<file path="src/rtl/ssmo_pkg.sv">
package ssmo_pkg;

	// ==========================================================
	// Timing
	localparam int CLK_PERIOD_NS = 10;
	localparam int CTRL_CYCLE_NS = 1000;
	localparam int CTRL_CYCLES = (CTRL_CYCLE_NS + CLK_PERIOD_NS - 1) / CLK_PERIOD_NS;
	localparam int MS_NS = 1000000;
	localparam int MS_CYCLES = MS_NS / CLK_PERIOD_NS;

	// ==========================================================
	// Register byte offsets
	localparam logic [11:0] OFS_COINC = 12'h000;
	localparam logic [11:0] OFS_ZSPD = 12'h004;
	localparam logic [11:0] OFS_DEV_UNIT = 12'h008;
	localparam logic [11:0] OFS_DEV_RANGE = 12'h00C;
	localparam logic [11:0] OFS_FMT = 12'h010;
	localparam logic [11:0] OFS_MIN_OFF = 12'h014;
	localparam logic [11:0] OFS_JUDGE = 12'h018;
	localparam logic [11:0] OFS_MAX_PS = 12'h01C;
	localparam logic [11:0] OFS_MAX_TQ = 12'h020;
	localparam logic [11:0] OFS_FWD_TQ = 12'h024;
	localparam logic [11:0] OFS_REV_TQ = 12'h028;
	localparam logic [11:0] OFS_STROKE = 12'h02C;
	localparam logic [11:0] OFS_DWELL = 12'h030;
	localparam logic [11:0] OFS_DIR = 12'h034;
	localparam logic [11:0] OFS_STATUS = 12'h038;
	localparam logic [11:0] OFS_RELOAD = 12'h03C;

	// ==========================================================
	// Reset values and setting ranges
	localparam logic [31:0] RST_COINC = 32'h00000032;
	localparam logic [31:0] RST_ZSPD = 32'h00000032;
	localparam logic [31:0] RST_DEV_RANGE = 32'h00000064;
	localparam logic [31:0] RST_MIN_OFF = 32'h00000014;
	localparam logic [31:0] RST_JUDGE = 32'h00000000;
	localparam logic [31:0] RST_MAX_SPD = 32'h00001388;
	localparam logic [31:0] RST_TQ = 32'h0000012C;
	localparam logic [31:0] RST_STROKE = 32'h000000C8;
	localparam logic [31:0] RST_DWELL = 32'h000005DC;
	localparam logic [31:0] MIN_RANGE_SPD = 32'h0000000A;
	localparam logic [31:0] MAX_SPD_CAP = 32'h00001388;
	localparam logic [31:0] MAX_DEV_RANGE = 32'h00030D40;
	localparam logic [31:0] MAX_MS_SET = 32'h000003E8;
	localparam logic [31:0] MAX_TQ = 32'h0000012C;
	localparam logic [31:0] MAX_STROKE = 32'h00004E20;
	localparam logic [31:0] MAX_DWELL = 32'h00001388;
	localparam logic [31:0] MAX_DIR = 32'h00000002;

	// ==========================================================
	// Types
	typedef enum logic [1:0] {SSMO_DIR_ALT, SSMO_DIR_FWD, SSMO_DIR_REV} ssmo_dir_e;
	typedef enum logic [1:0] {SSMO_OUT_IDLE, SSMO_OUT_ON, SSMO_OUT_OFF} ssmo_out_e;

	typedef struct packed {
		logic psel;
		logic penable;
		logic pwrite;
		logic [11:0] paddr;
		logic [31:0] pwdata;
	} ssmo_apb_req_s;

	typedef struct packed {
		logic [31:0] prdata;
		logic pready;
		logic pslverr;
	} ssmo_apb_rsp_s;

	typedef struct packed {
		logic fwd_run;
		logic rev_run;
		logic [1:0] tq_sel;
		logic homing;
		logic drained;
		logic pulse_train;
		logic override;
	} ssmo_pins_s;

	typedef struct packed {
		logic speed_match;
		logic zero_speed;
		logic zero_deviation;
		logic in_position;
	} ssmo_status_s;

	typedef struct packed {
		logic fwd_en;
		logic rev_en;
		logic [14:0] stroke;
		logic [12:0] dwell_ms;
	} ssmo_tune_s;

	typedef struct packed {
		logic [15:0] coinc;
		logic [15:0] zspd;
		logic dev_unit;
		logic [17:0] dev_range;
		logic fmt;
		logic [9:0] min_off;
		logic [9:0] judge;
		logic [15:0] max_ps;
		logic [15:0] max_tq;
		logic [8:0] fwd_tq;
		logic [8:0] rev_tq;
		logic [14:0] stroke;
		logic [12:0] dwell;
		ssmo_dir_e dir;
	} ssmo_cfg_s;

endpackage

</file>
<file path="src/rtl/ssmo_status.sv">
`timescale 1ns/10ps
// Behaviour
// - speed_match high while actual speed within coincidence range of command
// - speed_match low when command is clipped by max speed or override
// - speed_match held low while both run inputs are off
// - zero_speed high while absolute speed within zero speed range
// - Unit select 0 picks user-unit deviation, 1 picks encoder-pulse deviation
// - Selected unit also feeds the deviation monitor output
// - zero_deviation high while absolute deviation within deviation range
// - In-position needs zero deviation and zero speed together
// - During homing, pending pulses must be drained too
// - Deviation range compared in the selected unit
// - Format 0 level, 1 single shot; new format applies only after writing 1 to the reload register
// - Min off / shot on time held, 1 to 1000 ms, default 20
// - Torque clipped to forward and reverse limits when limit selects off
// - Speed clipped to max speed except in pulse-train operation
// - Tuning direction 0 alternate, 1 forward only, 2 reverse only
// - Tuning stroke and dwell settings held within their ranges
// - Single shot output lasts exactly the programmed on time
// - In-position recognised only after condition held for judgment time
module ssmo_status
	import ssmo_pkg::*;
#(
	parameter int MS_CNT = ssmo_pkg::MS_CYCLES
) (
	input wire logic mclk,
	input wire logic rstn,
	input wire ssmo_apb_req_s apb_req,
	output ssmo_apb_rsp_s apb_rsp,
	input wire ssmo_pins_s pins_raw,
	input wire logic torque_mode,
	input wire logic signed [15:0] cmd_speed,
	input wire logic signed [15:0] act_speed,
	input wire logic signed [31:0] dev_user,
	input wire logic signed [31:0] dev_pulse,
	input wire logic signed [15:0] torque_cmd,
	output ssmo_status_s status,
	output logic signed [31:0] dev_monitor,
	output logic signed [15:0] speed_ref,
	output logic signed [15:0] torque_ref,
	output ssmo_tune_s tune
);

	localparam int PW = $clog2(MS_CNT + 1);
	localparam int CW = $clog2(CTRL_CYCLES + 1);

	// ==========================================================
	// Elaboration checks
	if (MS_CNT < 1) begin : g_bad_ms
		$error("MS_CNT must be at least one");
	end
	if (CTRL_CYCLES < 1) begin : g_bad_ctrl
		$error("control cycle must be at least one clock");
	end

	typedef struct packed {
		ssmo_cfg_s cfg;
		logic fmt_eff;
		logic ack;
		logic [31:0] prdata;
		logic pslverr;
		logic [CW-1:0] ccnt;
		ssmo_status_s stat;
		logic clamped;
		logic cond;
		logic qual;
		logic qual_d;
		logic [9:0] jcnt;
		logic [PW-1:0] jpre;
		ssmo_out_e ost;
		logic [9:0] ocnt;
		logic [PW-1:0] opre;
		logic signed [31:0] dev_mon;
		logic signed [15:0] spd;
		logic signed [15:0] tq;
		ssmo_tune_s tune;
	} ssmo_state_s;

	ssmo_state_s st;
	ssmo_state_s next_st;
	ssmo_pins_s pins;
	logic [$bits(ssmo_pins_s)-1:0] pins_q;
	logic tick;
	logic hit;
	logic [31:0] rd;
	logic signed [15:0] lim;
	logic [15:0] vmax;
	logic [32:0] dabs;
	logic zs;
	logic zd;
	logic ms_o;

	// ==========================================================
	// Helpers
	function automatic logic [32:0] abs33(input logic signed [32:0] v);
		abs33 = v[32] ? 33'(-v) : 33'(v);
	endfunction

	function automatic logic [31:0] uclamp(input logic [31:0] v, input logic [31:0] lo,
		input logic [31:0] hi);
		uclamp = (v < lo) ? lo : ((v > hi) ? hi : v);
	endfunction

	function automatic logic signed [16:0] sclamp(input logic signed [16:0] v,
		input logic signed [16:0] lo, input logic signed [16:0] hi);
		sclamp = (v < lo) ? lo : ((v > hi) ? hi : v);
	endfunction

	// ==========================================================
	// Pin synchronisers
	ssmo_sync #(.W($bits(ssmo_pins_s))) u_sync (
		.mclk(mclk),
		.rstn(rstn),
		.d(pins_raw),
		.q(pins_q)
	);
	assign pins = ssmo_pins_s'(pins_q);

	// ==========================================================
	// Read decode
	always_comb begin
		hit = 1'b1;
		rd = 32'h00000000;
		if (apb_req.paddr == OFS_COINC) begin
			rd = 32'(st.cfg.coinc);
		end else if (apb_req.paddr == OFS_ZSPD) begin
			rd = 32'(st.cfg.zspd);
		end else if (apb_req.paddr == OFS_DEV_UNIT) begin
			rd = 32'(st.cfg.dev_unit);
		end else if (apb_req.paddr == OFS_DEV_RANGE) begin
			rd = 32'(st.cfg.dev_range);
		end else if (apb_req.paddr == OFS_FMT) begin
			rd = 32'(st.cfg.fmt);
		end else if (apb_req.paddr == OFS_MIN_OFF) begin
			rd = 32'(st.cfg.min_off);
		end else if (apb_req.paddr == OFS_JUDGE) begin
			rd = 32'(st.cfg.judge);
		end else if (apb_req.paddr == OFS_MAX_PS) begin
			rd = 32'(st.cfg.max_ps);
		end else if (apb_req.paddr == OFS_MAX_TQ) begin
			rd = 32'(st.cfg.max_tq);
		end else if (apb_req.paddr == OFS_FWD_TQ) begin
			rd = 32'(st.cfg.fwd_tq);
		end else if (apb_req.paddr == OFS_REV_TQ) begin
			rd = 32'(st.cfg.rev_tq);
		end else if (apb_req.paddr == OFS_STROKE) begin
			rd = 32'(st.cfg.stroke);
		end else if (apb_req.paddr == OFS_DWELL) begin
			rd = 32'(st.cfg.dwell);
		end else if (apb_req.paddr == OFS_DIR) begin
			rd = 32'(st.cfg.dir);
		end else if (apb_req.paddr == OFS_STATUS) begin
			rd = {26'h0000000, st.clamped, st.fmt_eff, st.stat};
		end else if (apb_req.paddr == OFS_RELOAD) begin
			rd = 32'h00000000;
		end else begin
			hit = 1'b0;
		end
	end

	// ==========================================================
	// Next-state logic
	always_comb begin
		next_st = st;
		tick = (st.ccnt == CW'(CTRL_CYCLES - 1));
		vmax = torque_mode ? st.cfg.max_tq : st.cfg.max_ps;
		lim = pins.pulse_train ? cmd_speed : 16'(sclamp(17'(cmd_speed), -17'(vmax),
			17'(vmax)));
		dabs = abs33(st.cfg.dev_unit ? 33'(dev_pulse) : 33'(dev_user));
		zs = abs33(33'(act_speed)) <= 33'(st.cfg.zspd);
		zd = dabs <= 33'(st.cfg.dev_range);
		ms_o = (st.opre == PW'(MS_CNT - 1));
		// APB: one wait state, write lands on the edge where pready is seen
		if (apb_req.psel && apb_req.penable && !st.ack) begin
			next_st.ack = 1'b1;
			next_st.prdata = rd;
			next_st.pslverr = !hit;
		end else if (apb_req.psel && apb_req.penable && st.ack) begin
			next_st.ack = 1'b0;
			if (apb_req.pwrite && hit) begin
				if (apb_req.paddr == OFS_COINC) begin
					next_st.cfg.coinc = 16'(uclamp(apb_req.pwdata, MIN_RANGE_SPD, MAX_SPD_CAP));
				end else if (apb_req.paddr == OFS_ZSPD) begin
					next_st.cfg.zspd = 16'(uclamp(apb_req.pwdata, MIN_RANGE_SPD, MAX_SPD_CAP));
				end else if (apb_req.paddr == OFS_DEV_UNIT) begin
					next_st.cfg.dev_unit = apb_req.pwdata[0];
				end else if (apb_req.paddr == OFS_DEV_RANGE) begin
					next_st.cfg.dev_range = 18'(uclamp(apb_req.pwdata, 32'h0, MAX_DEV_RANGE));
				end else if (apb_req.paddr == OFS_FMT) begin
					next_st.cfg.fmt = apb_req.pwdata[0];
				end else if (apb_req.paddr == OFS_MIN_OFF) begin
					next_st.cfg.min_off = 10'(uclamp(apb_req.pwdata, 32'h1, MAX_MS_SET));
				end else if (apb_req.paddr == OFS_JUDGE) begin
					next_st.cfg.judge = 10'(uclamp(apb_req.pwdata, 32'h0, MAX_MS_SET));
				end else if (apb_req.paddr == OFS_MAX_PS) begin
					next_st.cfg.max_ps = 16'(uclamp(apb_req.pwdata, 32'h1, MAX_SPD_CAP));
				end else if (apb_req.paddr == OFS_MAX_TQ) begin
					next_st.cfg.max_tq = 16'(uclamp(apb_req.pwdata, 32'h1, MAX_SPD_CAP));
				end else if (apb_req.paddr == OFS_FWD_TQ) begin
					next_st.cfg.fwd_tq = 9'(uclamp(apb_req.pwdata, 32'h0, MAX_TQ));
				end else if (apb_req.paddr == OFS_REV_TQ) begin
					next_st.cfg.rev_tq = 9'(uclamp(apb_req.pwdata, 32'h0, MAX_TQ));
				end else if (apb_req.paddr == OFS_STROKE) begin
					next_st.cfg.stroke = 15'(uclamp(apb_req.pwdata, 32'h1, MAX_STROKE));
				end else if (apb_req.paddr == OFS_DWELL) begin
					next_st.cfg.dwell = 13'(uclamp(apb_req.pwdata, 32'h0, MAX_DWELL));
				end else if (apb_req.paddr == OFS_DIR) begin
					next_st.cfg.dir = ssmo_dir_e'(2'(uclamp(apb_req.pwdata, 32'h0, MAX_DIR)));
				end else if (apb_req.paddr == OFS_RELOAD) begin
					if (apb_req.pwdata[0]) begin
						next_st.fmt_eff = st.cfg.fmt;
					end
				end
			end
		end
		// Control cycle: all comparisons sampled together
		next_st.ccnt = tick ? '0 : CW'(st.ccnt + 1'b1);
		if (tick) begin
			next_st.clamped = (lim != cmd_speed) || pins.override;
			next_st.stat.speed_match = (pins.fwd_run || pins.rev_run) && (lim == cmd_speed)
				&& !pins.override
				&& (abs33(33'(act_speed) - 33'(lim)) <= 33'(st.cfg.coinc));
			next_st.stat.zero_speed = zs;
			next_st.stat.zero_deviation = zd;
			next_st.cond = zs && zd && (!pins.homing || pins.drained);
			next_st.dev_mon = st.cfg.dev_unit ? dev_pulse : dev_user;
			next_st.spd = lim;
			if (pins.tq_sel == 2'b00) begin
				next_st.tq = 16'(sclamp(17'(torque_cmd), -17'(st.cfg.rev_tq),
					17'(st.cfg.fwd_tq)));
			end else begin
				next_st.tq = torque_cmd;
			end
		end
		// Judgment timer
		next_st.qual_d = st.qual;
		if (!st.cond) begin
			next_st.jcnt = '0;
			next_st.jpre = '0;
			next_st.qual = 1'b0;
		end else if (st.jcnt >= st.cfg.judge) begin
			next_st.qual = 1'b1;
		end else if (st.jpre == PW'(MS_CNT - 1)) begin
			next_st.jpre = '0;
			next_st.jcnt = st.jcnt + 10'h001;
		end else begin
			next_st.jpre = PW'(st.jpre + 1'b1);
		end
		// Output shaping
		next_st.opre = ms_o ? '0 : PW'(st.opre + 1'b1);
		next_st.ocnt = ms_o ? st.ocnt + 10'h001 : st.ocnt;
		case (st.ost)
			SSMO_OUT_IDLE: begin
				next_st.opre = '0;
				next_st.ocnt = '0;
				if (st.qual && (!st.fmt_eff || !st.qual_d)) begin
					next_st.stat.in_position = 1'b1;
					next_st.ost = SSMO_OUT_ON;
				end
			end
			SSMO_OUT_ON: begin
				if (st.fmt_eff) begin
					if (ms_o && (st.ocnt == st.cfg.min_off - 10'h001)) begin
						next_st.stat.in_position = 1'b0;
						next_st.ost = SSMO_OUT_IDLE;
					end
				end else if (!st.qual) begin
					next_st.stat.in_position = 1'b0;
					next_st.opre = '0;
					next_st.ocnt = '0;
					next_st.ost = SSMO_OUT_OFF;
				end else begin
					next_st.opre = '0;
					next_st.ocnt = '0;
				end
			end
			SSMO_OUT_OFF: begin
				if (ms_o && (st.ocnt == st.cfg.min_off - 10'h001)) begin
					next_st.ost = SSMO_OUT_IDLE;
				end
			end
			default: begin
				next_st.ost = SSMO_OUT_IDLE;
			end
		endcase
		// Tuning setting outputs
		next_st.tune.fwd_en = (st.cfg.dir != SSMO_DIR_REV);
		next_st.tune.rev_en = (st.cfg.dir != SSMO_DIR_FWD);
		next_st.tune.stroke = st.cfg.stroke;
		next_st.tune.dwell_ms = st.cfg.dwell;
	end

	// ==========================================================
	// State register
	always_ff @(posedge mclk or negedge rstn) begin
		if (!rstn) begin
			st <= '0;
			st.cfg.coinc <= 16'(RST_COINC);
			st.cfg.zspd <= 16'(RST_ZSPD);
			st.cfg.dev_range <= 18'(RST_DEV_RANGE);
			st.cfg.min_off <= 10'(RST_MIN_OFF);
			st.cfg.judge <= 10'(RST_JUDGE);
			st.cfg.max_ps <= 16'(RST_MAX_SPD);
			st.cfg.max_tq <= 16'(RST_MAX_SPD);
			st.cfg.fwd_tq <= 9'(RST_TQ);
			st.cfg.rev_tq <= 9'(RST_TQ);
			st.cfg.stroke <= 15'(RST_STROKE);
			st.cfg.dwell <= 13'(RST_DWELL);
			st.cfg.dir <= SSMO_DIR_ALT;
			st.ost <= SSMO_OUT_IDLE;
		end else begin
			st <= next_st;
		end
	end

	// ==========================================================
	// Outputs
	assign apb_rsp.pready = st.ack;
	assign apb_rsp.prdata = st.prdata;
	assign apb_rsp.pslverr = st.pslverr;
	assign status = st.stat;
	assign dev_monitor = st.dev_mon;
	assign speed_ref = st.spd;
	assign torque_ref = st.tq;
	assign tune = st.tune;

	// ==========================================================
	// Checking helpers: cycles high, low and condition held
	logic [31:0] hi_cnt;
	logic [31:0] lo_cnt;
	logic [31:0] held_cnt;
	always_ff @(posedge mclk or negedge rstn) begin
		if (!rstn) begin
			hi_cnt <= 32'h00000000;
			lo_cnt <= 32'hFFFFFFFF;
			held_cnt <= 32'h00000000;
		end else begin
			hi_cnt <= st.stat.in_position ? hi_cnt + 32'h00000001 : 32'h00000000;
			lo_cnt <= st.stat.in_position ? 32'h00000000 :
				((lo_cnt == 32'hFFFFFFFF) ? lo_cnt : lo_cnt + 32'h00000001);
			held_cnt <= st.cond ? held_cnt + 32'h00000001 : 32'h00000000;
		end
	end
endmodule

</file>
<file path="src/rtl/ssmo_sync.sv">
`timescale 1ns/10ps
module ssmo_sync #(
	parameter int W = 1
) (
	input wire logic mclk,
	input wire logic rstn,
	input wire logic [W-1:0] d,
	output logic [W-1:0] q
);

	logic [W-1:0] meta;

	// ==========================================================
	// Two-stage synchroniser, first stage read only by the second
	always_ff @(posedge mclk or negedge rstn) begin
		if (!rstn) begin
			meta <= '0;
			q <= '0;
		end else begin
			meta <= d;
			q <= meta;
		end
	end

endmodule
</file>
<file path="config.mk">
export PLATFORM = sky130hd
export DESIGN_NAME = ssmo_status
export DESIGN_NICKNAME = d
export VERILOG_FILES = /design/src/rtl/ssmo_pkg.sv /design/src/rtl/ssmo_status.sv /design/src/rtl/ssmo_sync.sv
export SDC_FILE = /design/constraint.sdc
export NUM_CORES = 1
export LEC_CHECK = 0
export BUFFER_PORTS_ARGS = -buffer_cell sky130_fd_sc_hd__buf_2
export CORE_MARGIN = 4
export CORE_UTILIZATION = 59
export DETAILED_ROUTE_END_ITERATION = 12
export PLACE_DENSITY = 0.81
export SLEW_MARGIN = 5
export SYNTH_ARGS = -nofsm -noshare
export SYNTH_HDL_FRONTEND = slang
export SYNTH_HIERARCHICAL = 1
export SYNTH_SLANG_ARGS = --single-unit
</file>
<file path="constraint.sdc">
create_clock -name mclk -period 12.6 [get_ports mclk]
set_input_delay 0.63 -clock mclk [delete_from_list [all_inputs] [get_ports mclk]]
set_output_delay 0.63 -clock mclk [all_outputs]
set_load 0.005 [all_outputs]
</file>
==> results of run 1 <==
## cell type report
class / count / area share (%)
Multi-Input combinational cell: 1956 / 49.2
Sequential cell: 354 / 34.6
Timing Repair Buffer: 311 / 6.32
Clock buffer: 51 / 4.37
Tap cell: 518 / 2.52
Inverter: 121 / 1.77
Clock inverter: 22 / 1.17
Antenna cell: 2 / 0.0195
## cells by family (layout without fill, tap and decap cells)
group | Yosys count | after routing | synth area share, %
flip-flops | 354 | 354 | 38.1
multiplexers | 62 | 62 | 2.91
other | 1 | 16 | 0.0160
adder cells (fa/ha/maj) | 142 | 142 | 7.64
AO/OA/AOI/OAI | 668 | 668 | 19.0
buffers and inverters | 360 | 505 | 7.98
XOR/XNOR | 148 | 148 | 5.64
AND/OR/NAND/NOR | 922 | 922 | 18.7
## flip-flops by register name, summed over array words and instances (netlist names)
register,flops
st,191
dev_monitor,32
tune,30
next_st,29
apb_rsp,20
speed_ref,16
torque_ref,16
u_sync/meta,8
u_sync/q,8
status,4
## metal layers
| layer | vias up | global-route usage, % | part of all wire [%] | routed length [um] |
|---|---|---|---|---|
| met5 | - | 0 | 0.011 | 8 |
| met4 | 2 | 11.4 | 3.4 | 2530 |
| met3 | 190 | 8.43 | 11 | 7990 |
| met2 | 1125 | 53.4 | 45 | 34100 |
| met1 | 10181 | 45.3 | 40 | 30300 |
| li1 | 9615 | - | - | - |
## final timing paths
path / startpoint / endpoint / slack [ps] / cells past startpoint
setup / recovery: torque_mode / status[3]$_DFFE_PN0N_ / 1760 / 49
hold / removal: rstn / st[133]$_DFFE_PN0P_ / 100 / 1
setup reg to reg: st[265]$_DFFE_PN0P_ / status[3]$_DFFE_PN0N_ / 2110 / 48
hold reg to reg: u_sync/meta[1]$_DFF_PN0_ / u_sync/q[1]$_DFF_PN0_ / 350 / 0
max in group asynchronous: rstn / next_st[11]$_DFFE_PN0P_ / 10770 / 2
min in group mclk: pins_raw[5] / u_sync/meta[5]$_DFF_PN0_ / 160 / 1
## report_power, final
| part | internal, mW | switching [mW] |
|---|---|---|
| Combinational | 0.217 | 0.337 |
| Clock | 0.744 | 0.505 |
| Sequential | 1.15 | 0.0113 |
| Total | 2.11 | 0.853 |
## placed cells by master, fill, tap and decap left out, types with 64 or more instances in the layout
cell / synthesis / final
xnor2_1: 84 / 84
a21oi_1: 107 / 107
nor2_1: 232 / 231
buf_2: 3 / 286
dfrtp_1: 315 / 314
inv_1: 120 / 120
o21ai_0: 233 / 233
ha_1: 141 / 141
nand2_1: 336 / 336
nand3_1: 64 / 64
## metrics by stage
step	hold WS, ps	instances
after CTS	147	3333
after detailed placement	336	3260
after floorplan	331	2670
after global placement	332	3260
final	101	3335
after global routing	156	3335
==> summary.md, run 1 <==
| Metric | Value |
|---|---|
| Top-level port count | around 300 |
| Die area | around 43,000 um^2 |
| Area grow syn2layout | 10.1% |
| GRT overflow | 0 |
| Worst VDD drop | 0.000108 V |
| H-Tree Depth | 2 |
| CP most frequent cell | o21a_1 |
| Worst-path fanout max | 27 |
| F_max | 92.2 MHz |
| Cell area after synthesis | 23,400 um^2 |
| # port buffers | approximately 290 |
| Post-CTS sizing | 0 |
| Gr usage total | 33.6% |
| Status | finished, final reports clean |
| Period minus WS final | roughly 11,000 ps |
| CTS tree | done |
| Synth area leader | dfrtp_1 |
| Final Cycle Share | 86.1% |
| Chip width | ~210 um |
| Fill cells | ~3,200 |
| First DRT Iteration DRCs | around 2,100 |
| Worst endpoint required time | 13,080 ps |
| Slew margin rel. | 18.2% |
| Fin Setup TNS | 0 ps |
| Final WS setup | 1760 ps |
| Synth top area cells | dfrtp_1 (34%), ha_1 (7.5%), nand2_1 (5.4%) |
| Crit path max-delay cell type | a21oi_4 |
| DR vias/cell | roughly 6.3 |
| Root Buffer | clkbuf_16 |
| Layout Skew | slightly below 30 ps |
| Nets | 3,097 |
| Share of cells above drive strength 1 | 17.2% |
| Antenna violations before repair | 3 |
| Setup-failing EPs final | 0 |
| CP max stage delay | about 600 ps |
| Place WS | 1370 ps |
| Worst slew pin tran | around 1200 ps |
| Post-synth top flop | dfrtp_1 |
| Data arrival time of the worst path | 11,330 ps |
| Final wirelength | 74.9 mm |
| DR vias | around 21,000 |
| Synthesis-stage register bit count | between 300 and 400 |
| Post-route cell area | 25,700 um^2 |
| CP Launch Type | input port |
| Die Y | 207 um |
| RD Place Congestion | between 1 and 1.5 |
| Type of destination of the critical path | register |
| Seq/Total Area, Yosys | 38.1% |
| Clk pin slew, worst setup/hold paths | 60 ps |
| Yosys Warn Count | 6 |
| Max-slew violations | 0 |
| Tightest Hold Check Type | input port to async pin |
| Crit path max-delay family | compound AO/OA/AOI/OAI gates |
| Number of global-route vias before repair | 20,803 |
| DR pass1 iterations | 8 |
| Area after DPL | between 20,000 and 25,000 um^2 |
| Kind of critical path | input port to register |
| Total power | ~3.0 mW |
| Maxcap violations | 0 |
| Routed wire per std cell | 22.4 um |
| Leak pwr | around 11 nW |
| Post-CTS Setup Repair Bufs | 0 |
| Global-route wire length before repair | about 120 mm |
| Post-synth EDFFs | 0 |
| Clock buffer depth | 3 |
| Yosys cell types | around 100 |
| ANT nets after route | 0 |
| Largest net degree at the start of global routing | around 130 |
| Ys async rst share | between 90% and 100% |
| RSZ-0062 raised after global routing | false |
| Avg Cell Area, Syn | between 8 and 9 um^2 |
| Clock Latency Late Sink | between 500 and 600 ps |
| Core Region | roughly 40,000 um^2 |
| Buf+Inv Stages, Crit Path | 4 |
| Num rows | between 70 and 80 |
| Multi-input logic area | between 10,000 and 15,000 um^2 |
| Top cell type's share of synthesized area | between 30% and 40% |
| CTS Buf Count | 41 |
| Register area | a little under 9000 um^2 |
| Final hold viol count | 0 |
| HPWL Detailed | 57.3 mm |
| Hold Buf Count CTS | 0 |
| Synth top cells by count | nand2_1 (336), dfrtp_1 (315), o21ai_0 (233), nor2_1 (232), ha_1 (141) |
| Top-count cell post-synth | nand2_1 |
| Post-Syn Instances | roughly 2,700 |
| Layout Utilization | about two thirds |
| Initial core utilization | 60.0% |
| Cell Pwr Density | approximately 120 nW/um^2 |
| Clk sinks | 354 |
| Drt drc | 0 |
(Power assumes the default switching activity.)
==> inputs of run 2 (changes only) <==
--- a/config.mk
+++ b/config.mk
@@ -5,11 +5,12 @@
 export SDC_FILE = /design/constraint.sdc
 export NUM_CORES = 1
 export LEC_CHECK = 0
+export ABC_AREA = 1
 export BUFFER_PORTS_ARGS = -buffer_cell sky130_fd_sc_hd__buf_2
 export CORE_MARGIN = 4
-export CORE_UTILIZATION = 59
+export CORE_UTILIZATION = 60
 export DETAILED_ROUTE_END_ITERATION = 12
-export PLACE_DENSITY = 0.81
+export PLACE_DENSITY = 0.82
 export SLEW_MARGIN = 5
 export SYNTH_ARGS = -nofsm -noshare
 export SYNTH_HDL_FRONTEND = slang
==> summary.md, run 2 <==
| Metric | Value |
|---|---|
| Most frequent cells in the layout | nand2_1 (671), inv_1 (430), o21ai_0 (330) |
| Final hold slack | ~70 ps |
| Worst VDD drop | roughly 0.00011 V |
| Fill cells | 3,310 |
| Initial core utilization | approximately three fifths |
| Avg Cell Area, Syn | approximately 7.4 um^2 |
| Data arrival time of the worst path | roughly 9000 ps |
| Status | finished, final reports clean |
| Largest Register | st |
| F_max | between 100 and 150 MHz |
| Met3 wire len | between 8 and 9 mm |
| Gr usage total | a little under two fifths |
| Synthesis-stage register bit count | ~350 |
| DR vias/cell | ~6.0 |
| Worst endpoint required time | 13,110 ps |
| Slew margin rel. | between 30% and 40% |
| Highest metal used | met5 |
| Post-CTS sizing | 0 |
| Top-count cell post-synth | nand2_1 |
| Post-Syn Instances | 3,282 |
| H-Tree Depth | 2 |
| Post-synth EDFFs | 0 |
| Seq/Total Area, Yosys | between 30% and 40% |
| Clk pin slew, worst setup/hold paths | ~70 ps |
| Commonest non-fill, non-tap cell in the layout | nand2_1 |
| Largest net degree at the start of global routing | roughly 170 |
| Crit path max-delay cell type | ha_1 |
| CP Launch Type | input port |
| Area grow syn2layout | 10.0% |
| Leak pwr | around 13 nW |
| GRT overflow | 0 |
| Final Instance Count excl. Fillers | 3,976 |
| Fin Setup TNS | 0 ps |
| Core Region | between 40,000 and 50,000 um^2 |
| Final Cycle Share | 67.7% |
| M1 WL | between 30 and 40 mm |
| Max-slew violations | 0 |
| Setup-failing EPs final | 0 |
| Layout Skew | about 34 ps |
| First DRT Iteration DRCs | about 2,700 |
| Total power | 3.03 mW |
| Final hold viol count | 0 |
| Register area | about 8900 um^2 |
| Routed wire per std cell | 21.1 um |
| Period minus WS final | approximately 8500 ps |
| CP max stage delay | ~460 ps |
| R2R depth | 56 |
| Final wirelength | 84.0 mm |
| CTS Buf Count | 41 |
| Type of destination of the critical path | register |
| Top cell type's share of synthesized area | around 32% |
| Ys async rst share | 100% |
| RD Place Congestion | just over 1 |
| ANT nets after route | 0 |
| RSZ-0062 raised after global routing | false |
| Kind of critical path | input port to register |
| Synth area leader | dfrtp_1 |
| Synth top area cells | dfrtp_1 (32%), nand2_1 (10%), ha_1 (7.2%) |
| Post-synth top flop | dfrtp_1 |
| Maxcap violations | 0 |
| Reg-to-Reg End | status[3]$_DFFE_PN0N_ |
| Yosys cell types | 64 |
| Clock Latency Late Sink | around 600 ps |
| Chip width | approximately 210 um |
| Clk sinks | around 350 |
| Placed insts | between 3,000 and 4,000 |
| Worst slew pin tran | 1020 ps |
| Die area | ~44,000 um^2 |
| Cell area after synthesis | 24,400 um^2 |
| Reg2Reg Setup Slack | approximately 4200 ps |
| Num rows | 73 |
| Share of cells above drive strength 1 | between 10% and 20% |
| Yosys Warn Count | 6 |
| Root Buffer | clkbuf_16 |
| Clock buffer depth | 3 |
| Hold Buf Count CTS | 0 |
| Post-CTS Setup Repair Bufs | 0 |
| HPWL Detailed | about 65 mm |
| Top-level port count | just over 300 |
| Global-route wire length before repair | about 130 mm |
| Number of global-route vias before repair | about 23,000 |
| Worst-path fanout max | 27 |
| # port buffers | ~290 |
| Drt drc | 0 |
| DR pass1 iterations | 6 |
| Max reg flops | 191 |
| Synth top cells by count | nand2_1 (671), inv_1 (430), o21ai_0 (330), dfrtp_1 (315), nor2_1 (287) |
| WL met2 | 38.6 mm |
| Cell Pwr Density | 113 nW/um^2 |
| Die Y | around 210 um |
| Reg2reg start | st[249]$_DFFE_PN0P_ |
| Antenna violations before repair | 2 |
| CTS tree | done |
| Tightest Hold Check Type | input port to async pin |
| Multi-input logic area | between 10,000 and 15,000 um^2 |
| DR vias | between 20,000 and 25,000 |
| Nets | 3,729 |
-- run 2: routing by layer --
metal	vias to the layer above	GRT usage, %
met4	2	13.3
met5	-	0
met3	165	7.37
li1	11018	-
met2	1296	59.8
met1	11332	51.0
-- run 2: how the worst max path moves through the flow --
stage                      from                    end  slack (ps)  cells past startpoint
global placement    torque_mode  status[3]$_DFFE_PN0N_        3780                     56
finish              torque_mode  status[3]$_DFFE_PN0N_        4070                     56
CTS                 torque_mode  status[3]$_DFFE_PN0N_        4230                     56
detailed placement  torque_mode  status[3]$_DFFE_PN0N_        3690                     56
floorplan           torque_mode  status[3]$_DFFE_PN0N_        5030                     59
global route        torque_mode  status[3]$_DFFE_PN0N_        2980                     56
-- run 2: power by group --
part	switching, mW	internal, mW	total, mW
logic	0.355	0.181	0.536
registers	0.00540	1.14	1.15
clock network	0.548	0.799	1.35
total	0.909	2.12	3.03
-- run 2: logic make-up (layout without fill, tap and decap cells) --
| logic type | count (synthesis) | in the layout | share of synthesized area, % |
|---|---|---|---|
| AND/OR/NAND/NOR | 1347 | 1347 | 24.2 |
| buffers and inverters | 676 | 830 | 12.7 |
| AO/OA/AOI/OAI | 674 | 674 | 16.2 |
| flip-flops | 354 | 354 | 36.5 |
| adder cells (fa/ha/maj) | 142 | 142 | 7.30 |
| XOR/XNOR | 82 | 82 | 2.94 |
| multiplexers | 6 | 6 | 0.246 |
| other | 1 | 16 | 0.0154 |
-- run 2: critical path: cells and delay by family --
| family | cells | cell delay (ps) |
|---|---|---|
| AND/OR/NAND/NOR | 24 | 3170 |
| AO/OA/AOI/OAI | 16 | 2430 |
| adder cells (fa/ha/maj) | 4 | 1280 |
| buffers and inverters | 10 | 1200 |
| XOR/XNOR | 2 | 310 |
-- run 2: layout make-up --
type / count / area share [%]
Inverter: 449 / 6.29
Sequential cell: 354 / 33.1
Clock inverter: 28 / 1.66
Multi-Input combinational cell: 2265 / 46.5
Timing Repair Buffer: 306 / 5.96
Tap cell: 525 / 2.44
Clock buffer: 47 / 4.01
Antenna cell: 2 / 0.0186
-- run 2: stage by stage --
stage	utilization, %	area, um^2	setup WS (ps)
6_report	67.2	26900	4070
5_1_grt	67.2	26900	2980
4_1_cts	67.2	26900	4230
3_5_place_dp	63.3	25300	3690
3_3_place_gp	63.3	25300	3780
2_1_floorplan	-	24500	5030
